<file path="config.mk">
export PLATFORM = sky130hd
export DESIGN_NAME = pwmci_top
export DESIGN_NICKNAME = d
export VERILOG_FILES = /design/src/hw/pwmci_top.v /design/src/hw/pwmci_channel.v
export VERILOG_INCLUDE_DIRS = /design/src /design/src/hw
export SDC_FILE = /design/constraint.sdc
export NUM_CORES = 2
export LEC_CHECK = 0
export ABC_AREA = 1
export ABC_CLOCK_PERIOD_IN_PS = 24100
export BUFFER_PORTS_ARGS = -buffer_cell sky130_fd_sc_hd__buf_2
export CAP_MARGIN = 20
export CELL_PAD_IN_SITES_DETAIL_PLACEMENT = 2
export CELL_PAD_IN_SITES_GLOBAL_PLACEMENT = 2
export CORE_ASPECT_RATIO = 0.6
export CORE_MARGIN = 2
export CORE_UTILIZATION = 41
export CTS_BUF_LIST = sky130_fd_sc_hd__clkbuf_16
export CTS_CLUSTER_DIAMETER = 30
export CTS_CLUSTER_SIZE = 30
export DETAILED_ROUTE_END_ITERATION = 10
export HOLD_SLACK_MARGIN = 0.05
export PLACE_DENSITY_LB_ADDON = 0.1
export SETUP_SLACK_MARGIN = 0.05
export SKIP_CTS_REPAIR_TIMING = 1
export SYNTH_ARGS = -nofsm -noshare
export SYNTH_HDL_FRONTEND = slang
export SYNTH_SLANG_ARGS = --single-unit
</file>
<file path="constraint.sdc">
create_clock -name i_clock -period 24.1 [get_ports i_clock]
set_input_delay 1.205 -clock i_clock [delete_from_list [all_inputs] [get_ports i_clock]]
set_output_delay 1.205 -clock i_clock [all_outputs]
set_load 0.02 [all_outputs]
</file>
<file path="src/hw/pwmci_defs.vh">
// Constants for the multi-channel PWM block
`ifndef PWMCI_DEFS_VH
`define PWMCI_DEFS_VH
`define PWMCI_CMD_INIT 8'h00
`define PWMCI_CMD_DEINIT 8'h01
`define PWMCI_CMD_SET_DUTY 8'h02
`define PWMCI_DUTY_FULL 16'h8000
`define PWMCI_DUTY_ZERO 16'h0000
`define PWMCI_PWR_FULL 8'h00
`define PWMCI_CLASS_VARIABLE 2'h0
`define PWMCI_CLASS_FIXED 2'h1
`define PWMCI_CLASS_SHIFTED 2'h2
`endif

</file>
<file path="src/hw/pwmci_top.v">
// Multi-channel PWM block with init, de-init and set-duty commands
`timescale 1ns/100ps
`include "pwmci_defs.vh"
module pwmci_top #(
  parameter NCH = 4,                 // Number of channels
  parameter PW = 16,                 // Period counter width
  parameter CHW = 2,                 // Channel number width
  parameter DEINIT_SUPPORT = 1,      // deinit_support_option
  parameter SET_DUTY_SUPPORT = 1,    // set_duty_support_option
  parameter ERROR_CHECK = 1          // Double-init detection
) (
  input wire i_clock,                    // 40 MHz clock
  input wire i_rst,                      // Async reset, high
  input wire i_cmd_valid,                // Command strobe
  input wire [7:0] i_cmd_id,             // Command code
  input wire [CHW-1:0] i_cmd_channel,    // Set-duty channel
  input wire [15:0] i_cmd_duty,          // Set-duty value
  input wire [NCH-1:0] i_cfg_present,    // Channel is configured
  input wire [NCH*PW-1:0] i_cfg_period,  // Default periods
  input wire [NCH*16-1:0] i_cfg_duty,    // Default duties
  input wire [NCH-1:0] i_cfg_polarity,   // Active levels
  input wire [NCH-1:0] i_cfg_idle,       // Idle levels
  input wire [NCH*2-1:0] i_cfg_class,    // Channel classes
  input wire [NCH*PW-1:0] i_cfg_phase,   // Phase shift counts
  input wire [NCH*CHW-1:0] i_cfg_ref,    // Phase reference channel
  input wire i_phase_support,            // Hardware phase shift
  input wire i_end_update,               // duty_update_at_period_end
  input wire [NCH-1:0] i_notify_en_set,  // Software enables edges
  input wire [7:0] i_power_target,       // Requested power state
  output reg [NCH-1:0] o_pwm,            // Pulse outputs
  output reg o_initialised,              // Block initialised
  output reg o_err_double_init,          // Double-init error pulse
  output reg o_err_not_init,             // Command before init pulse
  output reg [NCH-1:0] o_notify_en,      // Edge notify enables
  output reg o_irq_en,                   // Interrupt enable
  output reg [NCH-1:0] o_edge_event,     // Enabled edge pulses
  output reg [7:0] o_power_state         // Active power state
);
  reg init_reg;
  reg [NCH-1:0] run_reg;
  reg [NCH-1:0] start_reg;
  reg [NCH-1:0] duty_wr_reg;
  reg [15:0] duty_val_reg;
  reg [NCH-1:0] pwm_prev_reg;
  reg [NCH-1:0] notify_next;
  wire [NCH-1:0] pwm_int;
  wire is_init;
  wire is_deinit;
  wire is_duty;
  wire duty_ok;
  assign is_init = i_cmd_valid && i_cmd_id == `PWMCI_CMD_INIT;
  assign is_deinit = i_cmd_valid && i_cmd_id == `PWMCI_CMD_DEINIT &&
                     DEINIT_SUPPORT != 0;
  assign is_duty = i_cmd_valid && i_cmd_id == `PWMCI_CMD_SET_DUTY &&
                   SET_DUTY_SUPPORT != 0;
  // Out-of-range duty is clipped to full scale
  assign duty_ok = i_cmd_duty <= `PWMCI_DUTY_FULL;

  genvar g;
  generate
    for (g = 0; g < NCH; g = g + 1) begin : gch
      wire [CHW-1:0] refc;
      wire [PW-1:0] ph;
      assign refc = i_cfg_ref[g*CHW +: CHW];
      // Offset adds onto the reference channel's own phase
      assign ph = i_phase_support ?
        i_cfg_phase[g*PW +: PW] + i_cfg_phase[refc*PW +: PW] :
        {PW{1'b0}};
      pwmci_channel #(.PW(PW)) u_ch (
        .i_clock(i_clock),
        .i_rst(i_rst),
        .i_run(run_reg[g]),
        .i_start(start_reg[g]),
        .i_def_period(i_cfg_period[g*PW +: PW]),
        .i_def_duty(i_cfg_duty[g*16 +: 16]),
        .i_phase(ph),
        .i_polarity(i_cfg_polarity[g]),
        .i_idle(i_cfg_idle[g]),
        .i_end_update(i_end_update),
        .i_duty_wr(duty_wr_reg[g]),
        .i_duty(duty_val_reg),
        .o_pwm(pwm_int[g])
      );
    end
  endgenerate

  always @* begin
    notify_next = o_notify_en | i_notify_en_set;
    if (is_init && !init_reg)
      notify_next = {NCH{1'b0}};
    if (is_deinit && init_reg)
      notify_next = {NCH{1'b0}};
  end

  integer k;
  always @(posedge i_clock or posedge i_rst) begin
    if (i_rst) begin
      init_reg <= 1'b0;
      run_reg <= {NCH{1'b0}};
      start_reg <= {NCH{1'b0}};
      duty_wr_reg <= {NCH{1'b0}};
      duty_val_reg <= 16'h0000;
      o_err_double_init <= 1'b0;
      o_err_not_init <= 1'b0;
      o_notify_en <= {NCH{1'b0}};
      o_irq_en <= 1'b0;
      o_power_state <= `PWMCI_PWR_FULL;
    end else begin
      start_reg <= {NCH{1'b0}};
      duty_wr_reg <= {NCH{1'b0}};
      o_err_double_init <= 1'b0;
      o_err_not_init <= 1'b0;
      o_notify_en <= init_reg || is_init ? notify_next : {NCH{1'b0}};
      // Only full power exists; requests leave it there
      o_power_state <= `PWMCI_PWR_FULL;
      if (is_init) begin
        if (init_reg) begin
          o_err_double_init <= ERROR_CHECK != 0;
        end else begin
          init_reg <= 1'b1;
          o_irq_en <= 1'b1;
          start_reg <= i_cfg_present;
          run_reg <= i_cfg_present;
        end
      end else if (is_deinit) begin
        if (!init_reg) begin
          o_err_not_init <= 1'b1;
        end else begin
          init_reg <= 1'b0;
          run_reg <= {NCH{1'b0}};
          o_irq_en <= 1'b0;
        end
      end else if (is_duty) begin
        if (!init_reg) begin
          o_err_not_init <= 1'b1;
        end else begin
          // Every class accepts duty; period stays the configured one
          for (k = 0; k < NCH; k = k + 1)
            duty_wr_reg[k] <= run_reg[k] &&
                              i_cmd_channel == k[CHW-1:0];
          duty_val_reg <= duty_ok ? i_cmd_duty : `PWMCI_DUTY_FULL;
        end
      end
    end
  end

  always @(posedge i_clock or posedge i_rst) begin
    if (i_rst) begin
      o_pwm <= {NCH{1'b0}};
      pwm_prev_reg <= {NCH{1'b0}};
      o_edge_event <= {NCH{1'b0}};
      o_initialised <= 1'b0;
    end else begin
      o_pwm <= pwm_int;
      pwm_prev_reg <= pwm_int;
      o_edge_event <= (pwm_int ^ pwm_prev_reg) & o_notify_en;
      o_initialised <= init_reg;
    end
  end
endmodule

</file>
<file path="src/hw/pwmci_channel.v">
// One PWM channel: period counter, duty compare, deferred update
`timescale 1ns/100ps
`include "pwmci_defs.vh"
module pwmci_channel #(
  parameter PW = 16
) (
  input wire i_clock,              // System clock
  input wire i_rst,                // Async reset, high
  input wire i_run,                // Channel running
  input wire i_start,              // Load defaults, restart
  input wire [PW-1:0] i_def_period, // Default period
  input wire [15:0] i_def_duty,    // Default duty
  input wire [PW-1:0] i_phase,     // Start offset in counts
  input wire i_polarity,           // Active level
  input wire i_idle,               // Idle level
  input wire i_end_update,         // Defer duty to period end
  input wire i_duty_wr,            // Duty write strobe
  input wire [15:0] i_duty,        // New duty value
  output reg o_pwm                 // Pulse output
);
  reg [PW-1:0] cnt_reg;
  reg [15:0] duty_reg;
  reg [15:0] pend_reg;
  reg pend_valid_reg;
  reg [PW-1:0] hi_cnt_reg;
  reg [PW-1:0] cnt_next;
  reg [PW+16-1:0] prod;
  reg [PW-1:0] hi_next;
  reg level_next;
  wire period_end;
  wire [15:0] duty_use;
  assign period_end = (i_def_period == {PW{1'b0}}) ||
                      (cnt_reg == i_def_period - {{(PW-1){1'b0}}, 1'b1});
  assign duty_use = (pend_valid_reg && period_end) ? pend_reg : duty_reg;
  always @* begin
    cnt_next = period_end ? {PW{1'b0}} : cnt_reg + {{(PW-1){1'b0}}, 1'b1};
    // Linear share of the period, 0x8000 = full scale
    prod = i_def_period * duty_use;
    // Duty at or above full scale skips the compare, so the dropped top product bit is never used
    hi_next = prod[PW+14:15];
    if (i_def_period == {PW{1'b0}} || duty_use == `PWMCI_DUTY_ZERO)
      level_next = ~i_polarity;
    else if (duty_use >= `PWMCI_DUTY_FULL)
      level_next = i_polarity;
    else
      level_next = (cnt_next < hi_next) ? i_polarity : ~i_polarity;
  end
  always @(posedge i_clock or posedge i_rst) begin
    if (i_rst) begin
      cnt_reg <= {PW{1'b0}};
      duty_reg <= 16'h0000;
      pend_reg <= 16'h0000;
      pend_valid_reg <= 1'b0;
      hi_cnt_reg <= {PW{1'b0}};
      o_pwm <= 1'b0;
    end else if (i_start) begin
      cnt_reg <= i_phase;
      duty_reg <= i_def_duty;
      pend_valid_reg <= 1'b0;
      o_pwm <= ~i_polarity;
    end else if (!i_run) begin
      o_pwm <= i_idle;
      pend_valid_reg <= 1'b0;
    end else begin
      cnt_reg <= cnt_next;
      hi_cnt_reg <= hi_next;
      // Output follows the counter compare; only with i_end_update set is a duty change held to period end, so no runt pulse
      o_pwm <= level_next;
      if (i_duty_wr && i_end_update) begin
        pend_reg <= i_duty;
        pend_valid_reg <= 1'b1;
      end else if (i_duty_wr) begin
        duty_reg <= i_duty;
        pend_valid_reg <= 1'b0;
      end else if (pend_valid_reg && period_end) begin
        duty_reg <= pend_reg;
        pend_valid_reg <= 1'b0;
      end
    end
  end
endmodule

</file>
==> out/results.env <==
OUTCOME='completed'
CPPEAKSTAGEDELAY_NS=0.66
AREA_OF_THE_MULTI_INPUT_GATES_MM2=0.0401
CLOCK-SKEW-FINAL_NS=0.0147
POWER.IR.VDD_WORST_V=0.000271
INITIAL_CORE_UTIL=0.415
CLOCK-SINKS=245
ROUTE.VIAS.TOTAL=51100
DRT_ITER0_DRC=3831
TIMING.CRITICAL_PATH.MODE_CELL='nand2_1'
FILLER_CELL_COUNT=15000
HOLD-PATH-ENDPOINT='pwm_prev_reg[3]'
SLEW_HEADROOM=0.271
DRT_DRC_VIOLATIONS_LEFT=0
UNREPAIRED_SETUP_ENDPOINTS_AFTER_GLOBAL_ROUTING='no'
YS_SEQ_ELEMENTS=245
SYN-INSTANCE-COUNT=7097
SYNTHESIZED_AREA_DIVIDED_BY_SYNTHESIZED_CELL_COUNT_UM2=7.43
COUNT_OF_WARNINGS_EMITTED_BY_YOSYS=0
LARGEST_DELAY_SHARE_FAMILY_WORST_PATH='simple AND/OR/NAND/NOR gates'
CRITICAL_PATH_ARRIVAL_NS=12.79
NUMBER_OF_FLOPS_MAPPED_TO_ENABLE_CELLS_BY_YOSYS=0
IOS=287
FLOORPLAN.DIE_AREA_MM2=0.132
SETUP-TNS-FINAL_NS=0
FLOORPLAN.CORE_AREA_MM2=0.127
DESIGN_POWER_TOTAL_mW=5.32
RR_WORST_DEPTH=48
HOLD_PATH_DEPTH=0
DRTANTENNAVIOLNETS=0
REPORT.FINAL.SETUP_VIOL=0
MAX_CAP_VIOLATIONS=0
NUMBER_OF_ANTENNA_VIOLATIONS_AT_THE_FIRST_CHECK_IN_GLOBAL_ROUTING=80
AREA_GROWTH_PCT=8.81
SETUP.WORST_PATH.END_CLASS='register'
CLKPWRFRAC=0.156
REG2REG_TO='gch[3].u_ch.o_pwm'
DRIVE_ABOVE_1_SHARE=0.0765
MIN_PATH_TYPE='register to register'
FF_LATCH_AREA_MM2=0.00613
TIMING_MAX_TRANSITION_VIOLATIONS_FINAL=0
GRT_PASS1_WL_UM=361000
FINAL-HOLD-VIOLATION-COUNT=0
POWER.SHARE.SWITCHING=0.541
GRTUSAGETOTAL=0.364
DPL.HPWL_UM=194000
R2R_STARTPOINT='gch[3].u_ch.cnt_reg[3]'
POST_SYNTH_INSTANCE_AREA_MM2=0.0527
SWITCHINGPOWER_mW=2.88
VIAS_IN_THE_FIRST_GLOBAL_ROUTE=57300
CLK_ROOT_BUFFER_CELL='clkbuf_16'
PLACEMENT_ROWS=101
WORST_SETUP_HOLD_PATH_CLK_SLEW_NS=0.05
GRT_MAX_DEGREE=75
CPMAXSTAGEDELAYCELL='nor4_1'
CLK_LATENCY_NS=0.61
DETAIL_ROUTE.VIAS_PER_CELL=5.70
CRITPATHMAXFANOUT=17
GR-TOTAL-OVERFLOW=0
POWER.DENSITY_mW_PER_MM2=92.7
WORST-ENDPOINT-REQUIRED_NS=24.61
SYNTHDISTINCTLIBCELLS=64
TIMING.FMAX_MHz=81.5
WORSTHOLDSTART='gch[3].u_ch.o_pwm'
PORTBUFFERS=262
INTERNAL_POWER_mW=2.44
PERIOD_NEEDED_NS=12.27
R2R_SLACK_NS=13.30
SEQUENTIALPOWERSHARE=0.084
WORST-SLEW-PIN-TRANSITION_NS=1.09
DIE_X_UM=467
PLACE.GP.CONGESTION=0.962
DETAILEDROUTE.FIRSTPASSITERATIONCOUNT=5
YOSYS_MOST_USED_DFF='dfrtp_1'
CLOCK_TREE_FROM_TRITONCTS='built'
WORST_SETUP_PATH_START_KIND='input port'
CRITICAL_PATH_BUF_INV_COUNT=9
CLASSIFICATION_OF_THE_WORST_SETUP_PATH='input port to register'
DIEHEIGHT_UM=282
CTS.HTREE.LEVELS=2
MIN_PERIOD_OVER_PERIOD=0.509
ASYNC_S_R_FF_SHARE_SYNTH=1.00
P_COMB_FRAC=0.760
CLOCK_PATH_BUFFERS=3
NUMCTSBUFFERS=55
LAYOUT.NETS=8739
FINALWIRELENGTH_UM=239000
LEAKAGE_nW=30.5
ROUTED_WIRE_LENGTH_PER_INSTANCE_UM=26.6
SYNTH-SEQ-AREA-SHARE=0.116
## synth_stat cells (11+ instances only)
cell	n	share of area
nand2_1	1469	0.10
inv_1	1366	0.097
nor2_1	956	0.068
fa_1	772	0.29
ha_1	516	0.12
o21ai_0	392	0.037
dfrtp_1	245	0.12
clkbuf_1	198	0.014
a21oi_1	177	0.017
nand3_1	164	0.016
o22ai_1	75	0.0089
o221ai_1	71	0.012
xor2_1	65	0.011
xnor2_1	64	0.011
nor3_1	49	0.0047
inv_2	47	0.0033
buf_2	39	0.0037
nand4_1	34	0.0040
o211ai_1	32	0.0046
a211oi_1	31	0.0044
o21a_1	30	0.0043
nor4_1	29	0.0034
or2_2	29	0.0034
nand2_2	27	0.0032
nor2_2	20	0.0024
clkinv_1	18	0.0013
o21bai_1	14	0.0020
nand3b_1	13	0.0019
o21ai_1	13	0.0012
nor3b_1	12	0.0017
o21ai_2	12	0.0020
buf_4	11	0.0016
buf_6	11	0.0023
nor2_4	11	0.0023
or2_1	11	0.0013
## final cells by class
| cell class | count | share of cell area |
|---|---|---|
| clock inverters | 44 | 0.00940 |
| repair buffers | 287 | 0.0271 |
| diodes | 44 | 0.00192 |
| flip-flops and latches | 245 | 0.107 |
| clock buffers | 57 | 0.0249 |
| well taps | 1699 | 0.0370 |
| multi-input cells | 5168 | 0.699 |
| inverters | 1431 | 0.0937 |
## power groups by stage
stage	clock network (mW)	logic (mW)	registers, mW
6_report	0.829	4.04	0.449
5_1_grt	0.853	4.54	0.451
4_1_cts	0.830	4.02	0.448
3_5_place_dp	0	3.98	0.454
3_3_place_gp	0	3.70	0.453
2_1_floorplan	0	2.70	0.452
## how the worst max path moves through the flow
stage                     slack (ns)                 to              from  cells past startpoint
final                          11.83  gch[2].u_ch.o_pwm  i_cfg_period[32]                     46
after global routing           11.42  gch[2].u_ch.o_pwm  i_cfg_period[32]                     46
after detailed placement       11.64  gch[0].u_ch.o_pwm   i_cfg_period[0]                     47
after CTS                      12.17  gch[0].u_ch.o_pwm   i_cfg_period[0]                     48
after global placement         11.92  gch[0].u_ch.o_pwm   i_cfg_period[0]                     47
after floorplan                14.51  gch[1].u_ch.o_pwm  i_cfg_period[17]                     53
## stage by stage
stage	worst slack [ns]	util	std cells	area [um2]	hold WS, ns
2_1_floorplan	14.51	-	7104	52800	0.369
3_3_place_gp	11.92	0.435	8824	55200	0.382
3_5_place_dp	11.64	0.435	8826	55200	0.397
4_1_cts	12.17	0.450	8927	57200	0.411
5_1_grt	11.42	0.452	8965	57400	0.421
6_report	11.83	0.452	8975	57400	0.407
## routing by layer
layer	vias up	GRT usage	wire [um]	part of all wire
met5	-	0	132	0.00055
met4	22	0.125	8250	0.035
met3	461	0.0790	19000	0.080
met2	1830	0.560	105000	0.44
met1	26700	0.507	107000	0.45
li1	22100	-	-	-
## cell usage in the layout (no fill, tap or decap), drive strengths merged, types with 8 or more instances in the layout
cell type,instances
xor2,66
o221ai,71
xnor2,64
ha,516
or2,49
nand4,34
o21a,30
a21oi,178
clkinv,40
o211ai,32
nand3,168
nor4,29
nor2,988
clkbuf,57
conb,8
inv,1418
a211oi,31
nand2,1501
bufinv,12
o21bai,16
o22ai,75
dfrtp,245
buf,287
nor3,50
fa,772
diode,44
o21ai,420
nand3b,13
nor3b,12
## logic make-up (layout without fill, tap and decap cells)
kind of cell | after synthesis | in the layout | share of synthesized area
simple gates | 2848 | 2848 | 0.220
buf+inv | 1691 | 1819 | 0.124
fa+ha+maj | 1288 | 1288 | 0.415
compound gates | 893 | 893 | 0.102
flops | 245 | 245 | 0.116
xor+xnor | 131 | 131 | 0.0222
other cells | 1 | 52 | 0.0000711
No activity file was read; power rests on OpenSTA's default activity.
